`config.mk`:
```
export PLATFORM = sky130hd
export DESIGN_NAME = fixture_corr_bin
export DESIGN_NICKNAME = d
export VERILOG_FILES = /design/src/pkg/fixcorr_pkg.sv /design/src/design/limit_binner.sv /design/src/design/fixture_corr_bin.sv
export SDC_FILE = /design/constraint.sdc
export NUM_CORES = 2
export LEC_CHECK = 0
export BUFFER_PORTS_ARGS = -buffer_cell sky130_fd_sc_hd__buf_2
export CORE_ASPECT_RATIO = 1.25
export CORE_UTILIZATION = 55
export CTS_BUF_LIST = sky130_fd_sc_hd__clkbuf_2 sky130_fd_sc_hd__clkbuf_4 sky130_fd_sc_hd__clkbuf_8
export DETAILED_ROUTE_END_ITERATION = 10
export GPL_TIMING_DRIVEN = 1
export PLACE_DENSITY = 0.83
export RECOVER_POWER = 25
export SYNTH_ARGS = -nofsm -noshare
export SYNTH_HDL_FRONTEND = slang
export SYNTH_HIERARCHICAL = 1
export SYNTH_SLANG_ARGS = --single-unit
```
`constraint.sdc`:
```
create_clock -name core_clk -period 11.1 [get_ports core_clk]
set_clock_uncertainty 0.2 [all_clocks]
set_input_delay 2.22 -clock core_clk [delete_from_list [all_inputs] [get_ports core_clk]]
set_output_delay 2.22 -clock core_clk [all_outputs]
set_load 0.01 [all_outputs]
```
`src/pkg/fixcorr_pkg.sv`:
```
// Package: constants and types for fixture correction and limit binning
package fixcorr_pkg;

   // ***********************************************************
   // Widths and thresholds
   // ***********************************************************
   localparam int unsigned VAL_W            = 32;
   // Open admittance limit in microsiemens (values carried in uS)
   localparam logic [31:0] OPEN_LIMIT_US    = 32'h0000_0064;
   // Short impedance limit in milliohms (10 ohm)
   localparam logic [31:0] SHORT_LIMIT_MOHM = 32'h0000_2710;
   // Load deviation limit in percent
   localparam logic [7:0]  LOAD_DEV_PCT     = 8'h14;
   localparam logic [7:0]  PCT_FULL         = 8'h64;
   // Forced measurement settings for correction sweeps
   localparam logic [3:0]  CORR_AVG_RATE    = 4'h1;
   localparam logic [15:0] CORR_TRIG_DLY_MS = 16'h0000;
   localparam logic [1:0]  MTIME_LONG       = 2'h2;

   // ***********************************************************
   // Status and comparison codes
   // ***********************************************************
   localparam logic [1:0]  STAT_NORMAL      = 2'h0;
   localparam logic [1:0]  STAT_NO_CONTACT  = 2'h2;
   localparam logic [3:0]  CMP_OFF          = 4'h0;
   localparam logic [3:0]  CMP_IN           = 4'h1;
   localparam logic [3:0]  CMP_HIGH         = 4'h2;
   localparam logic [3:0]  CMP_LOW          = 4'h4;
   localparam logic [3:0]  CMP_NC           = 4'h8;

   // ***********************************************************
   // Types
   // ***********************************************************
   typedef enum logic [1:0] {BEEP_OFF, BEEP_PASS, BEEP_FAIL} beep_mode_e;

   typedef enum logic [2:0] {
      KEY_NONE, KEY_UP, KEY_DOWN, KEY_CONFIRM, KEY_OPEN, KEY_SHORT, KEY_LOAD
   } key_e;

   typedef struct packed {
      logic                  force_bias_off;
      logic                  auto_range;
      logic [1:0]            meas_time;
      logic [3:0]            avg_rate;
      logic [15:0]           trig_delay_ms;
      logic                  sweep_all_freq;
   } meas_cfg_s;

   typedef struct packed {
      logic                  valid;
      logic [VAL_W-1:0]      value;
      logic [VAL_W-1:0]      lower;
      logic [VAL_W-1:0]      upper;
      logic                  contact_fail;
   } result_s;

   typedef struct packed {
      logic                  valid;
      logic [3:0]            code;
   } bin_s;

endpackage

```
`src/design/limit_binner.sv`:
```
// Module: compares one result against its limits and forms the bin code
`timescale 1ns/1ps
module limit_binner
   import fixcorr_pkg::*;
(
   input  wire  logic                   core_clk,
   input  wire  logic                   rst_n,
   input  wire  logic                   comp_on,
   input  wire  logic                   contact_check_on,
   input  wire  fixcorr_pkg::result_s   res,
   output logic                         bin_valid_ff,
   output logic [3:0]                   bin_code_ff
);

   wire         is_high   = res.value > res.upper;
   wire         is_low    = res.value < res.lower;
   wire         nc        = contact_check_on && res.contact_fail;
   // Equal to a limit falls through to in-band
   wire [3:0]   limit_cmp = is_high ? CMP_HIGH : (is_low ? CMP_LOW : CMP_IN);
   wire [3:0]   nxt_code  = nc ? CMP_NC : limit_cmp;

   always_ff @(posedge core_clk or negedge rst_n) begin
      if (!rst_n) begin
         bin_valid_ff <= 1'b0;
         bin_code_ff  <= CMP_OFF;
      end else begin
         bin_valid_ff <= res.valid && comp_on;
         bin_code_ff  <= comp_on ? nxt_code : CMP_OFF;
      end
   end

endmodule // limit_binner

```
`src/design/fixture_corr_bin.sv`:
```
// Module: fixture correction menus, warnings and comparator binning
`timescale 1ns/1ps
module fixture_corr_bin
   import fixcorr_pkg::*;
(
   input  wire  logic                     core_clk,
   input  wire  logic                     rst_n,
   // Operator
   input  wire  fixcorr_pkg::key_e        key_cmd,
   input  wire  logic                     comp_key,
   input  wire  logic [1:0]               entry_code,
   input  wire  logic [31:0]              entry_value,
   input  wire  logic                     param_changed,
   input  wire  logic                     dev_mode_changed,
   input  wire  logic                     full_reset,
   input  wire  logic                     std_reset,
   input  wire  logic                     remote_corr_set,
   input  wire  logic                     remote_corr_val,
   input  wire  logic                     contact_check_on,
   input  wire  fixcorr_pkg::beep_mode_e  beep_mode,
   // Measurement engine
   input  wire  logic                     meas_done,
   input  wire  logic [31:0]              meas_pri,
   input  wire  logic [31:0]              meas_sec,
   input  wire  fixcorr_pkg::result_s     result,
   // Outputs
   output fixcorr_pkg::meas_cfg_s         meas_cfg_ff,
   output logic                           meas_start_ff,
   output logic [1:0]                     meas_kind_ff,
   output logic                           show_valid_ff,
   output logic [31:0]                    show_value_ff,
   output logic                           warn_ff,
   output logic                           corr_on_ff,
   output logic                           load_on_ff,
   output logic                           comp_on_ff,
   output logic [1:0]                     load_pri_model_ff,
   output logic [1:0]                     load_sec_model_ff,
   output logic                           disp_valid_ff,
   output logic [3:0]                     disp_code_ff,
   output logic [3:0]                     handler_code_ff,
   output logic                           handler_nc_ff,
   output logic [1:0]                     meas_status_ff,
   output logic                           beep_ff
);

   // ***********************************************************
   // Menu state
   // ***********************************************************
   typedef enum logic [3:0] {
      M_IDLE, M_OPEN, M_SHORT, M_LOAD, M_LOAD_ONOFF, M_LOAD_VAL,
      M_SEL_PRI, M_SEL_SEC, M_REF_PRI, M_REF_SEC, M_MEAS, M_SHOW
   } menu_e;

   menu_e       menu_ff, nxt_menu, ret_ff;
   logic [2:0]  item_ff;
   logic        show_sec_ff;
   logic [1:0]  kind_ff;
   // Nonvolatile correction image (held in flip-flops here)
   logic [31:0] open_g_ff, open_b_ff, short_r_ff, short_x_ff;
   logic [31:0] load_p_ff, load_s_ff, ref_p_ff, ref_s_ff;

   function automatic logic over_dev(input logic [31:0] m, input logic [31:0] r);
      logic [39:0] diff;
      logic [39:0] lim;
      diff = (m > r) ? {8'h00, m - r} : {8'h00, r - m};
      lim  = 40'(r) * 40'(LOAD_DEV_PCT);
      over_dev = (40'(diff) * 40'(PCT_FULL)) > lim;
   endfunction

   wire key_up   = key_cmd == KEY_UP;
   wire key_conf = key_cmd == KEY_CONFIRM;
   wire [2:0] nxt_item = key_up ? item_ff + 3'h1 : item_ff;
   wire [2:0] item_max = (menu_ff == M_LOAD) ? 3'h3 :
                         (menu_ff == M_LOAD_VAL) ? 3'h3 : 3'h2;
   wire [2:0] item_w   = (key_up && item_ff == item_max) ? 3'h0 : nxt_item;

   // Menu next state; open/short item 0 = measure, 1 = show, 2 = exit; load item 0 = onoff, 1 = measure, 2 = value, 3 = exit
   always_comb begin
      nxt_menu = menu_ff;
      case (menu_ff)
         M_IDLE: begin
            if (key_cmd == KEY_OPEN) nxt_menu = M_OPEN;
            else if (key_cmd == KEY_SHORT) nxt_menu = M_SHORT;
            else if (key_cmd == KEY_LOAD) nxt_menu = M_LOAD;
         end
         M_OPEN, M_SHORT: begin
            if (key_conf) begin
               case (item_ff)
                  3'h0:    nxt_menu = M_MEAS;
                  3'h1:    nxt_menu = M_SHOW;
                  default: nxt_menu = M_IDLE;
               endcase
            end
         end
         M_LOAD: begin
            if (key_conf) begin
               case (item_ff)
                  3'h0:    nxt_menu = M_LOAD_ONOFF;
                  3'h1:    nxt_menu = M_MEAS;
                  3'h2:    nxt_menu = M_LOAD_VAL;
                  default: nxt_menu = M_IDLE;
               endcase
            end
         end
         M_LOAD_ONOFF: if (key_conf) nxt_menu = M_LOAD;
         M_LOAD_VAL: begin
            if (key_conf) begin
               case (item_ff)
                  3'h0:    nxt_menu = M_SEL_PRI;
                  3'h1:    nxt_menu = M_REF_PRI;
                  3'h2:    nxt_menu = M_SHOW;
                  default: nxt_menu = M_LOAD;
               endcase
            end
         end
         M_SEL_PRI: if (key_conf) nxt_menu = M_SEL_SEC;
         M_SEL_SEC: if (key_conf) nxt_menu = M_LOAD_VAL;
         M_REF_PRI: if (key_conf) nxt_menu = M_REF_SEC;
         M_REF_SEC: if (key_conf) nxt_menu = M_LOAD_VAL;
         M_MEAS:    if (meas_done) nxt_menu = ret_ff;
         M_SHOW:    if (key_conf && show_sec_ff) nxt_menu = ret_ff;
         default:   nxt_menu = M_IDLE;
      endcase
   end

   wire enter_meas = nxt_menu == M_MEAS && menu_ff != M_MEAS;
   wire enter_show = nxt_menu == M_SHOW && menu_ff != M_SHOW;
   wire [1:0] kind_now = (menu_ff == M_OPEN) ? 2'h0 :
                         (menu_ff == M_SHORT) ? 2'h1 : 2'h2;
   wire open_warn  = meas_pri >= OPEN_LIMIT_US;
   wire short_warn = meas_pri >= SHORT_LIMIT_MOHM;
   wire load_warn  = over_dev(meas_pri, ref_p_ff) || over_dev(meas_sec, ref_s_ff);
   wire done_now   = menu_ff == M_MEAS && meas_done;
   wire [31:0] sel_pri = (kind_ff == 2'h0) ? open_g_ff :
                         (kind_ff == 2'h1) ? short_r_ff : load_p_ff;
   wire [31:0] sel_sec = (kind_ff == 2'h0) ? open_b_ff :
                         (kind_ff == 2'h1) ? short_x_ff : load_s_ff;

   // ***********************************************************
   // Menu and measurement control
   // ***********************************************************
   always_ff @(posedge core_clk or negedge rst_n) begin
      if (!rst_n) begin
         menu_ff       <= M_IDLE;
         ret_ff        <= M_IDLE;
         item_ff       <= 3'h0;
         kind_ff       <= 2'h0;
         show_sec_ff   <= 1'b0;
         meas_start_ff <= 1'b0;
         meas_kind_ff  <= 2'h0;
         meas_cfg_ff   <= '0;
      end else begin
         menu_ff       <= nxt_menu;
         item_ff       <= (nxt_menu != menu_ff) ? 3'h0 : item_w;
         meas_start_ff <= enter_meas;
         if (enter_meas || enter_show) begin
            ret_ff  <= (menu_ff == M_LOAD_VAL) ? M_LOAD_VAL : menu_ff;
            kind_ff <= kind_now;
         end
         if (enter_meas) begin
            meas_kind_ff <= kind_now;
            meas_cfg_ff  <= '{force_bias_off: 1'b1, auto_range: 1'b1,
                              meas_time: MTIME_LONG, avg_rate: CORR_AVG_RATE,
                              trig_delay_ms: CORR_TRIG_DLY_MS,
                              sweep_all_freq: kind_now != 2'h2};
         end
         if (enter_show) show_sec_ff <= 1'b0;
         else if (menu_ff == M_SHOW && key_conf) show_sec_ff <= 1'b1;
      end
   end

   always_ff @(posedge core_clk or negedge rst_n) begin
      if (!rst_n) begin
         show_valid_ff <= 1'b0;
         show_value_ff <= 32'h0000_0000;
      end else begin
         show_valid_ff <= menu_ff == M_SHOW;
         show_value_ff <= show_sec_ff ? sel_sec : sel_pri;
      end
   end

   // ***********************************************************
   // Correction store; std_reset deliberately untouched here
   // ***********************************************************
   always_ff @(posedge core_clk or negedge rst_n) begin
      if (!rst_n) begin
         {open_g_ff, open_b_ff, short_r_ff, short_x_ff} <= '0;
         {load_p_ff, load_s_ff, ref_p_ff, ref_s_ff}     <= '0;
         load_pri_model_ff <= 2'h0;
         load_sec_model_ff <= 2'h0;
         warn_ff           <= 1'b0;
      end else if (full_reset) begin
         {open_g_ff, open_b_ff, short_r_ff, short_x_ff} <= '0;
         {load_p_ff, load_s_ff, ref_p_ff, ref_s_ff}     <= '0;
         warn_ff <= 1'b0;
      end else begin
         if (done_now) begin
            // Warning only; data is stored regardless
            case (kind_ff)
               2'h0: begin
                  {open_g_ff, open_b_ff} <= {meas_pri, meas_sec};
                  warn_ff <= open_warn;
               end
               2'h1: begin
                  {short_r_ff, short_x_ff} <= {meas_pri, meas_sec};
                  warn_ff <= short_warn;
               end
               default: begin
                  {load_p_ff, load_s_ff} <= {meas_pri, meas_sec};
                  warn_ff <= load_warn;
               end
            endcase
         end else if (key_cmd != KEY_NONE) begin
            warn_ff <= 1'b0;
         end
         if (key_conf && menu_ff == M_SEL_PRI) load_pri_model_ff <= entry_code;
         if (key_conf && menu_ff == M_SEL_SEC) load_sec_model_ff <= entry_code;
         if (key_conf && menu_ff == M_REF_PRI) ref_p_ff <= entry_value;
         if (key_conf && menu_ff == M_REF_SEC) ref_s_ff <= entry_value;
      end
   end

   // ***********************************************************
   // Correction, load and comparator switches
   // ***********************************************************
   always_ff @(posedge core_clk or negedge rst_n) begin
      if (!rst_n) begin
         corr_on_ff <= 1'b1;
         load_on_ff <= 1'b0;
         comp_on_ff <= 1'b0;
      end else begin
         if (remote_corr_set) corr_on_ff <= remote_corr_val;
         else if (std_reset) corr_on_ff <= 1'b0;
         else if (full_reset) corr_on_ff <= 1'b1;
         if (menu_ff == M_LOAD_ONOFF && key_conf) load_on_ff <= item_ff == 3'h0;
         else if (menu_ff == M_LOAD_ONOFF && key_cmd == KEY_DOWN) load_on_ff <= 1'b0;
         if (param_changed || dev_mode_changed || full_reset || std_reset)
            comp_on_ff <= 1'b0;
         else if (comp_key)
            comp_on_ff <= ~comp_on_ff;
      end
   end

   // ***********************************************************
   // Binning and outcome routing
   // ***********************************************************
   logic       bin_valid;
   logic [3:0] bin_code;

   limit_binner u_binner (
      .core_clk         (core_clk),
      .rst_n            (rst_n),
      .comp_on          (comp_on_ff),
      .contact_check_on (contact_check_on),
      .res              (result),
      .bin_valid_ff     (bin_valid),
      .bin_code_ff      (bin_code)
   );

   wire nc_now   = result.valid && contact_check_on && result.contact_fail;
   wire is_fail  = bin_code != CMP_IN;
   wire nxt_beep = bin_valid &&
                   ((beep_mode == BEEP_FAIL && is_fail) ||
                    (beep_mode == BEEP_PASS && !is_fail));

   always_ff @(posedge core_clk or negedge rst_n) begin
      if (!rst_n) begin
         disp_valid_ff   <= 1'b0;
         disp_code_ff    <= CMP_OFF;
         handler_code_ff <= CMP_OFF;
         handler_nc_ff   <= 1'b0;
         meas_status_ff  <= STAT_NORMAL;
         beep_ff         <= 1'b0;
      end else begin
         disp_valid_ff   <= bin_valid;
         disp_code_ff    <= bin_code;
         handler_code_ff <= bin_code;
         beep_ff         <= nxt_beep;
         if (result.valid) begin
            handler_nc_ff  <= nc_now;
            meas_status_ff <= nc_now ? STAT_NO_CONTACT : STAT_NORMAL;
         end
      end
   end

endmodule // fixture_corr_bin

```
; ---- Word-level counts from Yosys, hierarchy flattened
; Index checks and enable logic that the tools add are counted.
[totals]
ff_bits = 330
output_inout_bits = 82
word_cells = 202
input_bits = 212
[op_classes]
multipliers = 4
n_addsub = 5
muxes = 71
reduce_logical = 49
n_bitwise = 2
magnitude_cmp = 8
eq_ne = 31
[ops]
columns = op, n
row1 = $mux W32, 29
row2 = $sub A32 B32 Y32, 4
row3 = $gt A32 B32 Y1, 3
row4 = $gt A39 B37 Y1, 2
row5 = $mul A32 B5 Y37 const B, 2
row6 = $mul A32 B3 Y35 const B, 2
row7 = $mux W4, 16
row8 = $pmux W4 S10, 1
row9 = $ge A32 B14 Y1 const B, 1
row10 = $ge A32 B7 Y1 const B, 1
row11 = $lt A32 B32 Y1, 1
row12 = $eq A4 B4 Y1 const B, 6
row13 = $pmux W4 S3, 2
row14 = $logic_and A1 B1 Y1, 19
row15 = $eq A4 B3 Y1 const B, 4
row16 = $reduce_bool A2 Y1, 8
row17 = $mux W1, 14
row18 = $mux W3, 4
row19 = $reduce_bool A3 Y1, 4
row20 = $reduce_and A2 Y1, 5
row21 = $eq A3 B2 Y1 const B, 3
row22 = $eq A3 B3 Y1 const B, 3
row23 = $eq A4 B2 Y1 const B, 2
row24 = $ne A4 B4 Y1 const B, 2
row25 = 20 further kinds, 32

; ---- Logic depth before layout (Yosys ltp)
[depth]
depth_word = 8
depth_mapped = 45
depth_no_buf = 43

; ---- Hierarchy
; Netlist, hierarchy kept.
[modules_own_cells]
columns = module, cells_per_inst, seq_area_each_um2, instances, area_each_um2
row1 = fixture_corr_bin, 4069, 8084.0, 1, 33220.6
row2 = limit_binner, 237, 125.1, 1, 1786.7

; ---- Worst setup path after synthesis
; Ideal clock, no wire load.
[synth_path]
path_kind = in2reg
startpoint = in meas_sec[26]
endpoint = reg warn_ff
setup_time_ps = 133
path_stages = 38
required_ps = 10767
arrival_ps = 10425
slack_ps = 342
n_path_buf = 2
path_cell_list = inv_1 -> ha_1 -> clkbuf_1 -> nand4_1 -> nor4b_1 -> nand4_1 -> and2_1 -> o21a_1 -> nor2_1 -> clkbuf_1 -> nand3_1 -> nand2_1 -> xnor2_1 -> ha_1 -> ha_1 -> inv_1 -> fa_1 -> inv_1 -> [... 2 more ...] -> a21o_1 -> a2111oi_0 -> nor4_1 -> a2111oi_0 -> o21ai_0 -> a21o_1 -> a21oi_1 -> xnor2_1 -> ha_1 -> a21oi_1 -> o21ai_0 -> a211o_1 -> a221oi_1 -> nand4b_1 -> o211ai_1 -> a211oi_1 -> a2111oi_2 -> a31oi_1
[synth_via]
elab_chain_cells = 8
word_cells_on_any_way = 10
classes_between = add/sub (2) / mul (1) / order compare (2) / mux (4) / reduce/logical (1)
[synth_lines]
columns = item, line_no
row1 = start: declaration, fixture_corr_bin.sv:24  ; input wire logic [31:0] meas_sec,
row2 = $sub A32 B32 Y32 / $gt A32 B32 Y1 (equally long branches), fixture_corr_bin.sv:65  ; diff = (m > r) ? {8'h00, m - r} : {8'h00, r - m};
row3 = $mux W32 (*), fixture_corr_bin.sv:65
row4 = $mul A32 B5 Y37 (*), fixture_corr_bin.sv:67  ; over_dev = (40'(diff) * 40'(PCT_FULL)) > lim;
row5 = $gt A39 B37 Y1 (*), fixture_corr_bin.sv:67
row6 = $logic_or A1 B1 Y1 (*), fixture_corr_bin.sv:132  ; wire load_warn = over_dev(meas_pri, ref_p_ff) || over_dev(meas_sec, ref_s_ff);
row7 = $pmux W1 S2 (*), fixture_corr_bin.sv:199  ; case (kind_ff)
row8 = $mux W1 (*), fixture_corr_bin.sv:197  ; if (done_now) begin
row9 = $mux W1 (*), fixture_corr_bin.sv:192  ; end else if (full_reset) begin
row10 = end signal: assignment, fixture_corr_bin.sv:202  ; warn_ff <= open_warn;
row11 = end signal: assignment, fixture_corr_bin.sv:206  ; warn_ff <= short_warn;
row12 = end signal: assignment, fixture_corr_bin.sv:210  ; warn_ff <= load_warn;
row13 = end: declaration, fixture_corr_bin.sv:32  ; output logic warn_ff,
; Every way passes the cells marked *; elsewhere a longest branch is shown, timed or not.
; A chain may end at the register's enable or synchronous reset.

; ---- Worst setup path in the final report
; Same ends and word-level chain as after synthesis.

==> results.md <==
| Item | Reported | Unit |
|---|---|---|
| Result of the run | finished, violations left | - |
| Max Fanout on Critical Path | 7 | - |
| Number of max-cap violations | 3 | - |
| Post-route core utilization | 63.4 | % |
| Final Max Tran Viols | 237 | - |
| Number of nets with antenna violations after routing | 0 | - |
| Number of buffers inserted for hold repair after clock tree synthesis | 0 | - |
| Number of buffers inserted during clock tree synthesis | 43 | - |
| Setup TNS Final | 0 | ns |
| Fin crit period | 10.55 | ns |
| Clk Tree Root Cell | sky130_fd_sc_hd__clkbuf_8 | - |
| Grt met3 use | 3.04 | % |
| Via count of the first global-routing pass | 33100 | - |
| FF+latch count, synth | 328 | - |
| Total placed cells including tap cells | 5533 | - |
| Estimated wirelength of the detail-placed design | 85.5 | mm |
| Power per standard cell area | 211 | nW/µm² |
| Worst setup path start | meas_sec[26] | - |
| Length in cells of the worst reg-to-reg path | 44 | - |
| Post-place setup slack | -0.880 | ns |
| GRT Resource Usage Total | 32.9 | % |
| Post-synthesis share of cell area spent on full adders, half adders and majority gates | 24.2 | % |
| Worst setup slack after layout | 0.546 | ns |
| Share of async-settable or async-resettable flops after synthesis | 100 | % |
| Number of distinct library cells after synthesis | 88 | - |
| Number of failing setup endpoints in the final timing report | 0 | - |
| CP Class | input pin to flop | - |
| Main combinational cell family by area after synthesis | adder cells | - |
| Prevailing post-synth register cell | sky130_fd_sc_hd__dfrtp_1 | - |
| Cell with the most instances on the worst path | sky130_fd_sc_hd__buf_4 | - |
| Comb power frac | 72.0 | % |
| Filler-free cell count of the finished design | 5619 | - |
| Number of top-level pins | 294 | - |
| Port buffer count | 272 | - |
| DRC violation count after routing | 0 | - |
| Fraction of power spent switching nets | 45.4 | % |
| Die H | 284 | µm |
| Global-route met2 utilization | 55.7 | % |
| Ratio of routed vias to standard cells | 5.91 | - |
| Register-to-register setup slack | 1.84 | ns |
| Peak per-stage delay on the critical path | 0.53 | ns |
| Number of warnings issued by yosys | 6 | - |
| Post-route cell area | 39900 | µm² |
| Post-synth EDFFs | 0 | - |
| Hold Path Cell Cnt | 0 | - |
| Portion of the post-synthesis area used by sequential elements | 23.4 | % |
| Fmax | 94.7 | MHz |
| Simple-gate share of the synthesized area | 15.1 | % |
| Clock network latency to the later pin of the worst-skew pair | 0.60 | ns |
| Data arrival time at the worst-slack endpoint | 10.85 | ns |
| P_sw | 3.82 | mW |
| Summed instance area of the synthesized netlist | 35000 | µm² |
| Global-route wire length before repair | 169 | mm |
| Syn-to-layout area delta | 14.1 | % |
| Compound-gate portion of the synthesized area | 19.8 | % |
| Type of origin of the critical path | input pin | - |
| Final critical-path share of the clock period | 95.1 | % |
| Beginning of the worst hold path | u_binner/bin_code_ff[1] | - |
| Synth top area share | 23.4 | % |
| Number of placement rows | 103 | - |
| DR WL/cell | 19.0 | µm |
| Number of endpoints with negative hold slack in the final report | 0 | - |
| Routability congestion estimate from global placement | 1.03 | - |
| Post-Synth XOR/XNOR Area | 5.44 | % |
| Die Footprint | 64700 | µm² |
| Largest voltage drop on the vdd net | 157 | µV |
| Clock-pin slew on the worst setup and hold paths | 0.09 | ns |
| Initial antenna violation count | 9 | - |
| Hold Path End | handler_code_ff[1] | - |
| Met1 Track Usage GR | 39.8 | % |
| Reg2reg start | ref_s_ff[0] | - |
| Worst Setup End Kind | flop | - |
| Leading cell types by total area after synthesis | sky130_fd_sc_hd__dfrtp_1, sky130_fd_sc_hd__ha_1, sky130_fd_sc_hd__a21oi_1 | - |
| Register share of total power | 16.7 | % |
| Clk network pwr share | 11.3 | % |
| Die Wd | 228 | µm |
| Leakage power summed over all cells | 20.3 | nW |
| Total wire length after detailed routing | 107 | mm |
| Share of final-layout standard cells stronger than drive strength 1 | 15.9 | % |
| Total number of vias | 33200 | - |
| Starting DRT DRC Count | 2649 | - |
| Design Power | 8.42 | mW |
| Path type of the worst min-delay path | flop to flop | - |
| Internal power | 4.59 | mW |
| Critical path data required time | 11.39 | ns |
| Most Used Layer, Global Route | met2 | - |
| Maximum clock insertion buffer count | 3 | - |
| Per-instance average area after synthesis | 8.13 | µm² |
| Violated checks | capacitance limit, slew limit | - |
| Number of nets in the layout | 5597 | - |
| Slowest stage cell, crit path | sky130_fd_sc_hd__fa_1 | - |
| Worst hold slack | 0.169 | ns |
| Total grt overflow | 0 | - |
| First-pass detailed-route iteration total | 6 | - |
| Portion of netlist area occupied by mux cells | 4.21 | % |
| Post-Place Cell Area | 38900 | µm² |
| Slew margin rel. | -321 | % |
| Transition time at the pin with the least slew margin | 6.32 | ns |
| Core ar. | 63000 | µm² |
| Endpoint of the worst-slack reg-to-reg timing path | warn_ff | - |
| Clock tree from TritonCTS | done | - |
| Initial standard-cell utilization of the core | 55.6 | % |
| Cells after synthesis | 4306 | - |
| Number of H-tree levels | 2 | - |
| Largest net degree at the start of global routing | 160 | - |
| Cell accounting for the most synthesized area | sky130_fd_sc_hd__dfrtp_1 | - |
| Clock sink total | 328 | - |
-- state kept, by name, indices dropped and copies added (netlist names), 2 cells and up --
| signal | flops |
|---|---|
| u_binner/bin_code_ff | 4 |
| open_b_ff | 32 |
| meas_kind_ff | 2 |
| short_x_ff | 32 |
| menu_ff | 4 |
| show_value_ff | 32 |
| load_s_ff | 32 |
| kind_ff | 2 |
| load_p_ff | 32 |
| load_pri_model_ff | 2 |
| ref_s_ff | 32 |
| item_ff | 3 |
| handler_code_ff | 4 |
| short_r_ff | 32 |
| open_g_ff | 32 |
| ref_p_ff | 32 |
| meas_cfg_ff | 2 |
| load_sec_model_ff | 2 |
| ret_ff | 4 |
-- cell usage in the layout (no fill, tap or decap), types with 17 or more instances in the layout --
cell                       netlist  routed
sky130_fd_sc_hd__mux4_2         32      32
sky130_fd_sc_hd__and3_1         25      25
sky130_fd_sc_hd__clkbuf_8        0      52
sky130_fd_sc_hd__and2_1         22      19
sky130_fd_sc_hd__o21ai_0       142     140
sky130_fd_sc_hd__nand2b_1       39      39
sky130_fd_sc_hd__o21a_1         21      21
sky130_fd_sc_hd__o211ai_1       21      21
sky130_fd_sc_hd__nor2b_1        31      31
sky130_fd_sc_hd__fa_1           58      58
sky130_fd_sc_hd__buf_4          34     295
sky130_fd_sc_hd__nand2_1       644     642
sky130_fd_sc_hd__nand4_1        62      62
sky130_fd_sc_hd__nand3_1        45      45
sky130_fd_sc_hd__dfrtp_1       327     325
sky130_fd_sc_hd__inv_1         496     496
sky130_fd_sc_hd__xnor2_1       138     134
sky130_fd_sc_hd__nor2_1        190     189
sky130_fd_sc_hd__conb_1          1      21
sky130_fd_sc_hd__a31oi_1        22      21
sky130_fd_sc_hd__a21o_1        144     144
sky130_fd_sc_hd__nor4_1         18      17
sky130_fd_sc_hd__xor2_1         75      75
sky130_fd_sc_hd__mux2i_1        47      46
sky130_fd_sc_hd__mux2_2         25      25
sky130_fd_sc_hd__buf_2          12     267
sky130_fd_sc_hd__a21oi_1       590     586
sky130_fd_sc_hd__ha_1          583     579
sky130_fd_sc_hd__nor3_1         38      36
sky130_fd_sc_hd__o21bai_1       60      60
sky130_fd_sc_hd__a211oi_1       31      30
-- logic make-up after synthesis --
logic type      count (synthesis)
compound gates               1150
xor+xnor                      215
fa+ha+maj                     641
buf+inv                       696
flops                         328
mux                           104
other cells                     1
simple gates                 1171
-- what timing repair did --
item	4_1_cts	5_1_grt
resized for setup	1	33
buffers inserted	0	6
pin swaps	0	11
endpoints found under the setup margin	1	1
-- final cells by class --
class | count | area (µm²)
antenna | 8 | 20.0
clock buffer | 65 | 813
clock inverter | 7 | 68.8
fill | 5255 | 23100
inverter | 497 | 1870
multi-input combinational | 3302 | 24300
sequential | 328 | 8210
tap | 840 | 1050
timing repair buffer | 572 | 3640
-- how the worst max path moves through the flow --
stage	endpoint	slack (ns)
after global placement	warn_ff	-0.66
after CTS	warn_ff	0.02
after floorplan	warn_ff	0.34
after global routing	warn_ff	-0.004
after detailed placement	warn_ff	-0.88
final	warn_ff	0.55
-- worst max-delay path, delay by kind of cell --
kind	cells	cell delay [ns]
simple gates	8	1.24
mux	1	0.26
compound gates	18	3.37
xor+xnor	2	0.50
buf+inv	10	1.25
fa+ha+maj	6	1.96
-- metal layers --
metal	wire [µm]	vias up	share of wire (%)
li1	-	15700	-
met1	40900	15800	38
met2	51500	1372	48
met3	6840	363	6.4
met4	7500	2	7.0
met5	13	-	0.012
-- synthesized netlist by cell type (all sizes together) (10+ instances only) --
library cell	count
a2111oi	12
a211o	10
a211oi	31
a21o	144
a21oi	590
a31oi	22
and2	22
and3	25
buf	57
clkbuf	142
dfrtp	327
fa	58
ha	583
inv	497
mux2	25
mux2i	47
mux4	32
nand2	644
nand2b	39
nand3	45
nand4	65
nor2	190
nor2b	31
nor3	38
nor4	21
o211ai	21
o21a	21
o21ai	148
o21bai	60
o31a	11
or3	12
xnor2	139
xor2	75
-- power groups by stage --
stage	sequential (mW)	combinational (mW)	clock (mW)
2_1_floorplan	1.39	3.92	0
3_3_place_gp	1.42	5.67	0
3_5_place_dp	1.43	5.87	0
4_1_cts	1.41	5.92	0.955
5_1_grt	1.42	6.78	0.995
6_report	1.41	6.06	0.951
Note: power is estimated with default switching activity, not from simulation.
